==> src/hdl/vmon_cfg_pkg.sv <==
// constants and state types for the self-test and fault interrupt enable bank
package vmon_cfg_pkg;
	localparam int         NUM_CH        = 6;
	localparam int         NUM_IEN       = 6;
	localparam int         DATA_W        = 8;
	localparam int         ADDR_W        = 8;
	localparam int         CNT_W         = 16;
	localparam int         CLK_MHZ       = 100;
	localparam int         CFG_WAIT_NS   = 1000;
	// register offsets
	localparam logic [7:0] ADDR_TEST_CFG = 8'h12;
	localparam logic [7:0] ADDR_IEN_FUV  = 8'h13;
	localparam logic [7:0] ADDR_IEN_SUV  = 8'h14;
	localparam logic [7:0] ADDR_IEN_FOV  = 8'h15;
	localparam logic [7:0] ADDR_IEN_SOV  = 8'h16;
	localparam logic [7:0] ADDR_IEN_SON  = 8'h17;
	localparam logic [7:0] ADDR_IEN_SOFF = 8'h18;
	// enable group indices, in offset order
	localparam int         GRP_FUV       = 0;
	localparam int         GRP_SUV       = 1;
	localparam int         GRP_FOV       = 2;
	localparam int         GRP_SOV       = 3;
	localparam int         GRP_SON       = 4;
	localparam int         GRP_SOFF      = 5;
	// selftest_trigger_config fields
	localparam int         SEL_LSB       = 0;
	localparam int         SEL_MSB       = 1;
	localparam int         SD_BIT        = 2;
	localparam logic [1:0] SEL_SKIP      = 2'h0;
	localparam logic [1:0] SEL_RUN_VALID = 2'h3;
	localparam logic       SD_DEFAULT    = 1'h0;
	localparam logic [7:0] ZERO_BYTE     = 8'h00;

	typedef enum logic [0:0] {
		ST_IDLE,
		ST_WAIT
	} seq_t;

	typedef struct packed {
		logic [1:0]                        sel;
		logic                              sd;
		logic [NUM_IEN-1:0][NUM_CH-1:0]    irq_enable_protect_group;
		logic [DATA_W-1:0]                 rdata;
		logic                              irq_n;
		logic                              load_pend;
		logic [CNT_W-1:0]                  cnt;
		seq_t                              seq;
		logic                              act_d;
		logic                              run;
		logic                              corrupt;
		logic                              ready;
	} bank_t;
endpackage
==> src/hdl/level_sync.sv <==
// two flip-flop synchroniser for levels arriving from outside the clock domain
module level_sync #(
	parameter int W = 1
) (
	input  wire logic         REF_CLK_I,
	input  wire logic         RESETN_I,
	input  wire logic [W-1:0] D_I,
	output logic      [W-1:0] Q_O
);
	typedef struct packed {
		logic [W-1:0] s1;
		logic [W-1:0] s2;
	} sync_t;

	sync_t st_r;
	sync_t st_nxt;

	initial
	begin
		if (W < 1) $error("level_sync width must be at least one");
	end

	// first stage feeds only the second stage
	always_comb
	begin
		st_nxt    = st_r;
		st_nxt.s1 = D_I;
		st_nxt.s2 = st_r.s1;
	end

	always_ff @(posedge REF_CLK_I)
	begin
		if (!RESETN_I)
			st_r <= '0;
		else
			st_r <= st_nxt;
	end

	assign Q_O = st_r.s2;
endmodule // level_sync

==> src/hdl/selftest_irq_bank.sv <==
// self-test trigger configuration and per-channel fault interrupt enable registers
// Operation
// - test config register host writable, writes ignored while config group locked
// - reset loads the power-on self-test field and every enable register from otp, shutdown bit zero
// - shutdown bit set: activity fall starts self-test, ready after wait time
// - shutdown self-test bit always comes up zero on an otp load
// - field 00 skips, 01/10 corrupt run, 11 valid run; ready after wait
// - power-on field host writes have no effect while config group locked
// - enable registers writable, writes ignored while enable group locked
// - every enable register loads its contents from otp at power-on
// - bit x-1 enables channel x, bits 7 and 6 reserved zero
// - offset 0x13 gates fast under-voltage fault interrupts
// - offset 0x14 gates slow under-voltage fault interrupts
// - offset 0x15 gates fast over-voltage fault interrupts
// - offset 0x16 gates slow over-voltage fault interrupts
// - offset 0x17 gates power-on sequence fault interrupts
// - offset 0x18 gates power-off sequence fault interrupts
// - clearing an enable leaves fault flags untouched, only gating changes
// - fault flags clear only by host write-one-to-clear
// - active-low interrupt follows enabled faults unless forced asserted
module selftest_irq_bank #(
	parameter int CFG_WAIT_NS = vmon_cfg_pkg::CFG_WAIT_NS
) (
	input  wire logic                                REF_CLK_I,
	input  wire logic                                RESETN_I,
	input  wire logic                                REG_WR_I,
	input  wire logic                                REG_RD_I,
	input  wire logic [vmon_cfg_pkg::ADDR_W-1:0]     REG_ADDR_I,
	input  wire logic [vmon_cfg_pkg::DATA_W-1:0]     REG_WDATA_I,
	output logic      [vmon_cfg_pkg::DATA_W-1:0]     REG_RDATA_O,
	input  wire logic                                CFG_LOCK_I,
	input  wire logic                                IRQ_ENABLE_PROTECT_GROUP_I,
	input  wire logic                                OTP_RELOAD_I,
	input  wire logic [1:0]                          OTP_SELTEST_SEL_I,
	input  wire logic [vmon_cfg_pkg::NUM_IEN*vmon_cfg_pkg::NUM_CH-1:0] OTP_IEN_I,
	input  wire logic [vmon_cfg_pkg::NUM_IEN*vmon_cfg_pkg::NUM_CH-1:0] FAULT_FLAGS_I,
	input  wire logic                                FORCE_INTERRUPT_OUT_I,
	input  wire logic                                ACTIVITY_INPUT_I,
	output logic                                     INTERRUPT_OUT_N_O,
	output logic                                     SELFTEST_RUN_O,
	output logic                                     SELFTEST_CORRUPT_O,
	output logic                                     READY_O
);
	localparam int NCH      = vmon_cfg_pkg::NUM_CH;
	localparam int NIEN     = vmon_cfg_pkg::NUM_IEN;
	localparam int WAIT_CYC = (CFG_WAIT_NS * vmon_cfg_pkg::CLK_MHZ + 999) / 1000;
	localparam logic [vmon_cfg_pkg::CNT_W-1:0] WAIT_LAST =
		vmon_cfg_pkg::CNT_W'(WAIT_CYC - 1);

	vmon_cfg_pkg::bank_t st_r;
	vmon_cfg_pkg::bank_t st_nxt;
	logic                act_s;
	logic [NCH-1:0]      ch_hit;
	logic [NIEN-1:0][NCH-1:0] flags;

	initial
	begin
		if (WAIT_CYC < 1 || WAIT_CYC > 4096)
			$error("config wait time must give 1 to 4096 cycles");
	end

	// activity pin comes from outside the clock domain
	level_sync #(.W(1)) u_act_sync (
		.REF_CLK_I (REF_CLK_I),
		.RESETN_I  (RESETN_I),
		.D_I       (ACTIVITY_INPUT_I),
		.Q_O       (act_s)
	);

	assign flags = FAULT_FLAGS_I;

	// per channel: any fault flag whose enable is set; flags are only read here,
	// so enables never disturb them
	for (genvar ch = 0; ch < NCH; ch++)
	begin : g_ch
		assign ch_hit[ch] = (flags[vmon_cfg_pkg::GRP_FUV][ch]  & st_r.irq_enable_protect_group[vmon_cfg_pkg::GRP_FUV][ch])
		                  | (flags[vmon_cfg_pkg::GRP_SUV][ch]  & st_r.irq_enable_protect_group[vmon_cfg_pkg::GRP_SUV][ch])
		                  | (flags[vmon_cfg_pkg::GRP_FOV][ch]  & st_r.irq_enable_protect_group[vmon_cfg_pkg::GRP_FOV][ch])
		                  | (flags[vmon_cfg_pkg::GRP_SOV][ch]  & st_r.irq_enable_protect_group[vmon_cfg_pkg::GRP_SOV][ch])
		                  | (flags[vmon_cfg_pkg::GRP_SON][ch]  & st_r.irq_enable_protect_group[vmon_cfg_pkg::GRP_SON][ch])
		                  | (flags[vmon_cfg_pkg::GRP_SOFF][ch] & st_r.irq_enable_protect_group[vmon_cfg_pkg::GRP_SOFF][ch]);
	end

	// next-state logic: otp load, host access, interrupt pin and self-test sequencing
	always_comb
	begin
		logic [7:0] grp;
		logic       in_ien;
		grp             = REG_ADDR_I - vmon_cfg_pkg::ADDR_IEN_FUV;
		in_ien          = (REG_ADDR_I >= vmon_cfg_pkg::ADDR_IEN_FUV)
		               && (REG_ADDR_I <= vmon_cfg_pkg::ADDR_IEN_SOFF);
		st_nxt          = st_r;
		st_nxt.run      = 1'b0;
		st_nxt.act_d    = act_s;
		// a reload pulse re-arms the power-on decode for the next cycle;
		// a pulse that lands while a wait is running is not queued
		st_nxt.load_pend = OTP_RELOAD_I;

		// host writes; lock inputs freeze the groups
		if (REG_WR_I && REG_ADDR_I == vmon_cfg_pkg::ADDR_TEST_CFG && !CFG_LOCK_I)
		begin
			st_nxt.sel = REG_WDATA_I[vmon_cfg_pkg::SEL_MSB:vmon_cfg_pkg::SEL_LSB];
			st_nxt.sd  = REG_WDATA_I[vmon_cfg_pkg::SD_BIT];
		end
		if (REG_WR_I && in_ien && !IRQ_ENABLE_PROTECT_GROUP_I)
			st_nxt.irq_enable_protect_group[grp[2:0]] = REG_WDATA_I[NCH-1:0];

		// otp load wins over a host write in the same cycle
		if (st_r.load_pend || OTP_RELOAD_I)
		begin
			st_nxt.sel = OTP_SELTEST_SEL_I;
			st_nxt.sd  = vmon_cfg_pkg::SD_DEFAULT;
			st_nxt.irq_enable_protect_group = OTP_IEN_I;
		end

		// registered read; reserved and unmapped bits read zero
		if (REG_RD_I)
		begin
			st_nxt.rdata = vmon_cfg_pkg::ZERO_BYTE;
			if (REG_ADDR_I == vmon_cfg_pkg::ADDR_TEST_CFG)
			begin
				st_nxt.rdata[vmon_cfg_pkg::SEL_MSB:vmon_cfg_pkg::SEL_LSB] = st_r.sel;
				st_nxt.rdata[vmon_cfg_pkg::SD_BIT] = st_r.sd;
			end
			else if (in_ien)
				st_nxt.rdata[NCH-1:0] = st_r.irq_enable_protect_group[grp[2:0]];
		end

		// pin stays low while any enabled flag is up; flags drop only by
		// the host's write-one-to-clear in the flag registers
		st_nxt.irq_n = !(FORCE_INTERRUPT_OUT_I || (|ch_hit));

		case (st_r.seq)
			vmon_cfg_pkg::ST_IDLE:
			begin
				if (st_r.load_pend)
				begin
					// power-on decode uses the freshly loaded otp field
					st_nxt.run     = (OTP_SELTEST_SEL_I != vmon_cfg_pkg::SEL_SKIP);
					st_nxt.corrupt = (OTP_SELTEST_SEL_I != vmon_cfg_pkg::SEL_SKIP)
					              && (OTP_SELTEST_SEL_I != vmon_cfg_pkg::SEL_RUN_VALID);
					st_nxt.ready   = 1'b0;
					st_nxt.cnt     = WAIT_LAST;
					st_nxt.seq     = vmon_cfg_pkg::ST_WAIT;
				end
				else if (st_r.act_d && !act_s && st_r.sd)
				begin
					st_nxt.run   = 1'b1;
					st_nxt.ready = 1'b0;
					st_nxt.cnt   = WAIT_LAST;
					st_nxt.seq   = vmon_cfg_pkg::ST_WAIT;
				end
			end
			vmon_cfg_pkg::ST_WAIT:
			begin
				// deactivation edges during the wait are not queued
				if (st_r.cnt == '0)
				begin
					st_nxt.ready = 1'b1;
					st_nxt.seq   = vmon_cfg_pkg::ST_IDLE;
				end
				else
					st_nxt.cnt = st_r.cnt - 1'b1;
			end
			default:
				st_nxt.seq = vmon_cfg_pkg::ST_IDLE;
		endcase
	end

	// state register; reset leaves load pending so otp comes in on release
	always_ff @(posedge REF_CLK_I)
	begin
		if (!RESETN_I)
		begin
			st_r           <= '0;
			st_r.irq_n     <= 1'b1;
			st_r.load_pend <= 1'b1;
			st_r.seq       <= vmon_cfg_pkg::ST_IDLE;
		end
		else
			st_r <= st_nxt;
	end

	assign REG_RDATA_O        = st_r.rdata;
	assign INTERRUPT_OUT_N_O  = st_r.irq_n;
	assign SELFTEST_RUN_O     = st_r.run;
	assign SELFTEST_CORRUPT_O = st_r.corrupt;
	assign READY_O            = st_r.ready;

	// per group: a write lands in exactly the addressed enable register
	for (genvar g = 0; g < NIEN; g++)
	begin : g_ien_chk

	end

	// per group and channel: an enabled flag must pull the pin low
	for (genvar g = 0; g < NIEN; g++)
	begin : g_gate_chk
		for (genvar c = 0; c < NCH; c++)
		begin : g_ch_chk

		end
	end
endmodule // selftest_irq_bank

==> config.mk <==
export PLATFORM = sky130hd
export DESIGN_NAME = selftest_irq_bank
export DESIGN_NICKNAME = d
export VERILOG_FILES = /design/src/hdl/vmon_cfg_pkg.sv /design/src/hdl/level_sync.sv /design/src/hdl/selftest_irq_bank.sv
export SDC_FILE = /design/constraint.sdc
export NUM_CORES = 1
export LEC_CHECK = 0
export BUFFER_PORTS_ARGS = -buffer_cell sky130_fd_sc_hd__buf_2
export CORE_MARGIN = 2
export CORE_UTILIZATION = 45
export CTS_BUF_LIST = sky130_fd_sc_hd__clkbuf_2
export DETAILED_ROUTE_END_ITERATION = 10
export PLACE_DENSITY = 0.71
export SYNTH_ARGS = -nofsm -noshare
export SYNTH_HDL_FRONTEND = slang
export SYNTH_SLANG_ARGS = --single-unit
==> constraint.sdc <==
create_clock -name REF_CLK_I -period 4 [get_ports REF_CLK_I]
set_input_delay 0.8 -clock REF_CLK_I [delete_from_list [all_inputs] [get_ports REF_CLK_I]]
set_output_delay 0.8 -clock REF_CLK_I [all_outputs]
set_load 0.02 [all_outputs]
==> summary.md, run 1 <==
| Metric | Value |
|---|---|
| Total negative setup slack | `0 ps` |
| Total power after layout | `about 1.6 mW` |
| WL met3 | `842 µm` |
| EDFF count, synth | `0` |
| Via-to-Cell Ratio | `a little under 6` |
| First-pass GRT wire length | `around 18 mm` |
| Largest buffer count on any clock path | `2` |
| Clock-pin transition on the worst setup and hold timing paths | `between 150 and 200 ps` |
| Total area of sequential cells | `0.00140 mm²` |
| Share of synthesized registers carrying an async set or reset | `0` |
| Highest attainable clock frequency | `338 MHz` |
| Die extent in y | `97.0 µm` |
| Num Clock Sinks | `70` |
| Lkg Pwr | `about 2.1 nW` |
| Clock tree root driver cell | `sky130_fd_sc_hd__clkbuf_2` |
| Unrepaired setup endpoints after global routing | `no` |
| Slack of the worst reg-to-reg path | `1740 ps` |
| Share of the cycle needed by the critical path after routing | `0.740` |
| Combinational family with the most area after synthesis | `compound AO/OA/AOI/OAI gates` |
| Yosys synthesis warning count | `0` |
| Starting utilization of the core area | `0.469` |
| Die width | `97.0 µm` |
| Total Routed Length | `around 11 mm` |
| Class of the most critical setup path | `in2reg` |
| Unique masters post-synth | `60` |
| Initial drt markers | `approximately 340` |
| Outcome | `finished, final reports clean` |
| Mux share of post-synthesis cell area | `0.0952` |
| Count of port buffers added during placement | `106` |
| Met2 WL | `about 5.1 mm` |
| Top flip-flop cell by instance count after synthesis | `sky130_fd_sc_hd__dfxtp_1` |
| TritonCTS clock tree | `built` |
| Half-perimeter wire length after placement | `roughly 8.6 mm` |
| Number of buffers added to fix hold violations after cts | `0` |
| Final global-route overflow total | `0` |
| Top-Level Pins | `~110` |
| Post-Route M1 WL | `around 5.2 mm` |
| Combinational share of power | `0.210` |
| Total count of hold-check failures in the final report | `0` |
| Worst-case vdd ir drop | `199 µV` |
| Worst min-delay path class | `reg2reg` |
| CP startpoint kind | `primary input` |
| Sink of the worst hold path | `u_act_sync.Q_O` |
| Number of cells on the worst hold path | `1` |
| Post-synthesis sequential element count | `70` |
| Die Area | `approximately 0.0094 mm²` |
| Commonest non-fill, non-tap cell in the layout | `sky130_fd_sc_hd__buf_2` |
| Switching component of the power | `0.497 mW` |
| Setup violations, final | `0` |
| Total of cells resized after clock tree synthesis | `0` |
| Cell Pwr Density | `348 mW/mm²` |
| Mean instance size in the synthesized netlist | `between 8 and 9 µm²` |
| Largest net degree at the start of global routing | `63` |
| Part of the total power dissipated in sequential elements | `0.499` |
| Clock network fraction of design power | `0.291` |
| Filler cell count in the final layout | `794` |
| Beginning of the worst register-to-register path | `st_r[5]` |
| Share of final-layout standard cells stronger than drive strength 1 | `0.261` |
| Maximum capacitance violations | `0` |
| Area share of fa/ha/maj cells after synthesis | `0.0193` |
| Placed Instance Area | `0.00441 mm²` |
| Fin Clk Skew | `between 20 and 25 ps` |
| Slew of the pin with the lowest slew margin | `1170 ps` |
| Remaining max-slew budget at the tightest pin | `0.215` |
| Period minus WS final | `2960 ps` |
| Highest fanout seen on the critical path | `20` |
| Via count of the routed design | `roughly 3900` |
| Number of buffers inserted during clock tree synthesis | `9` |
| Parity-gate share of the synthesized area counting xor and xnor cells | `0.0270` |
| Count of pins over their slew limit | `0` |
| Uppermost layer routed | `met4` |
| Number of antenna violations at the first check in global routing | `0` |
| Detailed-route wire length per cell | `17.5 µm` |
| Global router's overall resource usage | `0.240` |
| Layout net count | `about 650` |
| CTS H-tree depth | `3` |
| Inst Count DP | `640` |
| Hold path start | `u_act_sync.st_nxt[0]` |
| Inserted Diodes | `0` |
| ANT nets after route | `0` |
| DR pass1 iterations | `5` |
| Drt drc | `0` |
| Post-route cell area | `~0.0045 mm²` |
| Kind of capture point of the worst setup path | `flop` |
| P&R area growth vs syn | `16.9%` |
| Final cell utilization of the core | `0.548` |
| Instance count of the mapped netlist | `461` |
| Destination of the worst register-to-register timing path | `st_r[14]` |
| Placer Congestion | `0.914` |
| Multi-input logic area | `0.00229 mm²` |
| Least setup slack across all paths after layout | `roughly 1000 ps` |
| Final cell count without fillers | `656` |
| Worst Path Arrival | `about 3400 ps` |
| Data required time of the critical path | `around 4400 ps` |
| Number of buffers inserted to repair setup after CTS | `0` |
| Most used cells in the layout excluding fill and tap cells | `106 x sky130_fd_sc_hd__buf_2, 70 x sky130_fd_sc_hd__dfxtp_1, 55 x sky130_fd_sc_hd__o21ai_0, 37 x sky130_fd_sc_hd__a21oi_1, 37 x sky130_fd_sc_hd__mux2i_1` |
| Compound-gate portion of the synthesized area | `0.225` |
| Seq/Total Area, Yosys | `0.360` |
| Placement-stage worst setup slack | `583 ps` |
| Number of standard-cell rows in the floorplan | `33` |
| Worst hold slack | `459 ps` |
| Simple-gate share of the synthesized area | `0.218` |
| Cell Area, Synth | `~0.004 mm²` |
| Depth of the most critical reg-to-reg path | `7` |
| Clock insertion delay at the later pin of the skew report | `around 500 ps` |
| Switching part of the total power | `0.314` |
| Via count of the first global-routing pass | `about 3600` |
| Internal portion of total power | `between 1 and 1.5 mW` |
| Core outline area | `between 0.008 and 0.009 mm²` |
-- critical path: stages --
cell and delay [ps]:
sky130_fd_sc_hd__buf_2 230, sky130_fd_sc_hd__ha_1 320, sky130_fd_sc_hd__xnor2_1 930, sky130_fd_sc_hd__nand4_1 600
sky130_fd_sc_hd__nor3b_1 320, sky130_fd_sc_hd__nor3_1 180
-- synthesized netlist by cell type, drive strengths merged (2+ instances only) --
library cell  instances  share of area
a211oi                2         0.0039
a21boi                3         0.0058
a21oi                38          0.050
a221oi                4         0.0090
a22o                  4         0.0090
a22oi                 8          0.015
a31oi                 4         0.0064
and2                  3         0.0048
and3                  2         0.0032
buf                  12          0.022
clkbuf               25          0.024
dfxtp                70           0.36
ha                    6          0.019
inv                   7         0.0068
mux2i                37          0.095
nand2                21          0.020
nand2b                6         0.0097
nand3                14          0.021
nand3b                3         0.0058
nand4                 5         0.0097
nor2                 36          0.039
nor2b                 4         0.0064
nor3                 22          0.028
nor3b                 7          0.014
nor4                  3         0.0048
nor4b                 5          0.017
o2111ai               2         0.0061
o211ai                3         0.0097
o21ai                57          0.073
o221ai                4         0.0090
o31ai                 3         0.0058
o32ai                 3         0.0068
or2                   5         0.0080
or3                   2         0.0032
or4                   6          0.013
or4b                  2         0.0071
xnor2                 7          0.016
xor2                  5          0.011
-- layout make-up --
cell class,instances,share of cell area
clock buffers,9,0.00991
clock inverters,7,0.0195
inverters,8,0.00661
multi-input cells,347,0.503
flip-flops and latches,70,0.308
well taps,105,0.0289
repair buffers,110,0.123
-- sequential cells by signal (all words and copies together) (netlist names) --
register and cells:
REG_RDATA_O 6, SELFTEST_CORRUPT_O 1, SELFTEST_RUN_O 1, u_act_sync.st_nxt 1, u_act_sync.Q_O 1, st_r 58
READY_O 1, INTERRUPT_OUT_N_O 1
-- power by group through the flow --
stage	Clock [mW]	Sequential [mW]	Combinational, mW
global route	0.499	0.795	0.367
floorplan	0	0.784	0.229
global placement	0	0.799	0.321
CTS	0.467	0.787	0.329
detailed placement	0	0.802	0.327
finish	0.461	0.790	0.332
-- how the worst max path moves through the flow --
stage                        startpoint  endpoint  slack [ps]
after detailed placement  REG_ADDR_I[0]  st_r[65]         580
after global placement    REG_ADDR_I[0]  st_r[65]         670
final                     REG_ADDR_I[0]  st_r[65]        1040
after CTS                 REG_ADDR_I[0]  st_r[65]        1100
after global routing      REG_ADDR_I[0]  st_r[65]         870
after floorplan           REG_ADDR_I[0]  st_r[43]         770
-- per-layer routing --
layer	global-route usage	vias to the layer above
met2	0.365	172
met5	0	-
met3	0.0448	36
met4	0.103	0
li1	-	1868
met1	0.332	1788
-- kinds of logic (layout without fill, tap and decap cells) --
family          count (synthesis)  after routing
other cells                     1              2
compound gates                142            142
xor+xnor                       12             12
buf+inv                        45            134
fa+ha+maj                       6              6
simple gates                  148            148
mux                            37             37
flops                          70             70
(Power assumes the default switching activity.)
==> run 2: changes to the inputs <==
- clock period: 4 -> 2.95 ns (I/O delays scaled with it)
==> summary.md, run 2 (synthesis results as in run 1) <==
| Metric | Value |
|---|---|
| Lkg Pwr | `~2.1 nW` |
| Half-perimeter wire length after placement | `between 8 and 9 mm` |
| Share of final-layout standard cells stronger than drive strength 1 | `0.269` |
| Num Clock Sinks | `70` |
| Top-Level Pins | `roughly 110` |
| Via-to-Cell Ratio | `~5.7` |
| Number of standard-cell rows in the floorplan | `33` |
| Worst-case vdd ir drop | `around 250 µV` |
| Largest net degree at the start of global routing | `37` |
| Layout net count | `654` |
| Die width | `approximately 97 µm` |
| Kind of capture point of the worst setup path | `flop` |
| Final cell utilization of the core | `0.552` |
| Placement-stage worst setup slack | `approximately 260 ps` |
| Drt drc | `0` |
| Top register by number of flip-flops | `st_r` |
| Multi-input logic area | `~0.0023 mm²` |
| Total of cells resized after clock tree synthesis | `0` |
| Fin Clk Skew | `approximately 24 ps` |
| Via count of the first global-routing pass | `3468` |
| Final global-route overflow total | `0` |
| Most used cells in the layout excluding fill and tap cells | `106 x sky130_fd_sc_hd__buf_2, 70 x sky130_fd_sc_hd__dfxtp_1, 55 x sky130_fd_sc_hd__o21ai_0, 37 x sky130_fd_sc_hd__a21oi_1, 37 x sky130_fd_sc_hd__mux2i_1` |
| DR pass1 iterations | `4` |
| CTS H-tree depth | `3` |
| Highest fanout seen on the critical path | `9` |
| Commonest non-fill, non-tap cell in the layout | `sky130_fd_sc_hd__buf_2` |
| Clock-pin transition on the worst setup and hold timing paths | `190 ps` |
| Number of buffers inserted to repair setup after CTS | `0` |
| Via count of the routed design | `3748` |
| Initial drt markers | `around 190` |
| Share of the cycle needed by the critical path after routing | `0.771` |
| Flip-flop count of the largest register after layout | `58` |
| P&R area growth vs syn | `17.8%` |
| Total negative setup slack | `0 ps` |
| Core outline area | `0.00830 mm²` |
| Maximum capacitance violations | `0` |
| Total area of sequential cells | `0.00140 mm²` |
| Outcome | `finished, final reports clean` |
| Clock tree root driver cell | `sky130_fd_sc_hd__clkbuf_2` |
| Highest attainable clock frequency | `440 MHz` |
| Placed Instance Area | `approximately 0.0044 mm²` |
| Data required time of the critical path | `between 3000 and 4000 ps` |
| Worst Path Arrival | `2670 ps` |
| Count of port buffers added during placement | `between 100 and 150` |
| Total power after layout | `2.16 mW` |
| Placer Congestion | `approximately 0.93` |
| Die extent in y | `a little under 100 µm` |
| Number of antenna violations at the first check in global routing | `0` |
| Starting utilization of the core area | `0.469` |
| Detailed-route wire length per cell | `17.3 µm` |
| Clock insertion delay at the later pin of the skew report | `approximately 500 ps` |
| Total count of hold-check failures in the final report | `0` |
| Remaining max-slew budget at the tightest pin | `0.556` |
| Slew of the pin with the lowest slew margin | `approximately 660 ps` |
| Filler cell count in the final layout | `817` |
| Worst min-delay path class | `in2reg` |
| Largest buffer count on any clock path | `2` |
| ANT nets after route | `0` |
| CP startpoint kind | `flop` |
| Cell Pwr Density | `471 mW/mm²` |
| Count of pins over their slew limit | `0` |
| Post-route cell area | `between 0.004 and 0.005 mm²` |
| Unrepaired setup endpoints after global routing | `no` |
| TritonCTS clock tree | `built` |
| Number of buffers inserted during clock tree synthesis | `9` |
| Period minus WS final | `between 2000 and 2500 ps` |
| Number of buffers added to fix hold violations after cts | `0` |
| First-pass GRT wire length | `17.9 mm` |
| Inserted Diodes | `0` |
| Die Area | `approximately 0.0094 mm²` |
| Total Routed Length | `around 11 mm` |
| Class of the most critical setup path | `reg2reg` |
| Setup violations, final | `0` |
| Least setup slack across all paths after layout | `about 680 ps` |
| Global router's overall resource usage | `0.239` |
-- run 2: routing by layer --
metal | global-route usage | part of all wire
met1 | 0.338 | 0.47
met2 | 0.364 | 0.45
met3 | 0.0477 | 0.065
met4 | 0.0802 | 0.021
met5 | 0 | 0
-- run 2: final cells by class --
class	count	share of cell area
Multi-Input combinational cell	347	0.500
Inverter	8	0.00656
Clock buffer	9	0.00983
Clock inverter	7	0.0194
Sequential cell	70	0.306
Tap cell	105	0.0287
Timing Repair Buffer	113	0.130
-- run 2: report_power, final --
part | total (mW) | switching [mW] | internal [mW] | leakage (nW)
Sequential | 1.07 | 0.0663 | 1.00 | 0.579
Combinational | 0.458 | 0.261 | 0.197 | 1.42
Clock | 0.627 | 0.350 | 0.276 | 0.0854
-- run 2: worst max-delay path: stages (launching register included) --
cell and delay, ps:
sky130_fd_sc_hd__dfxtp_1 380, sky130_fd_sc_hd__inv_1 120, sky130_fd_sc_hd__ha_1 150, sky130_fd_sc_hd__or4b_4 470
sky130_fd_sc_hd__or4_4 610, sky130_fd_sc_hd__o2111ai_2 210, sky130_fd_sc_hd__xor2_1 180, sky130_fd_sc_hd__nor2_1 60
-- run 2: metrics by stage --
stage | hold WS, ps | cells
after floorplan | 412 | 462
after global placement | 429 | 643
after detailed placement | 436 | 643
after CTS | 282 | 659
after global routing | 249 | 659
final | 299 | 659
-- run 2: worst paths after layout --
| kind | from | endpoint | slack (ps) | cells after the start |
|---|---|---|---|---|
| setup / recovery | st_r[5] | st_r[9] | 680 | 7 |
| hold / removal | ACTIVITY_INPUT_I | u_act_sync.st_nxt[0] | 300 | 2 |
| setup reg to reg | st_r[5] | st_r[9] | 680 | 7 |
| hold reg to reg | u_act_sync.st_nxt[0] | u_act_sync.Q_O | 460 | 1 |
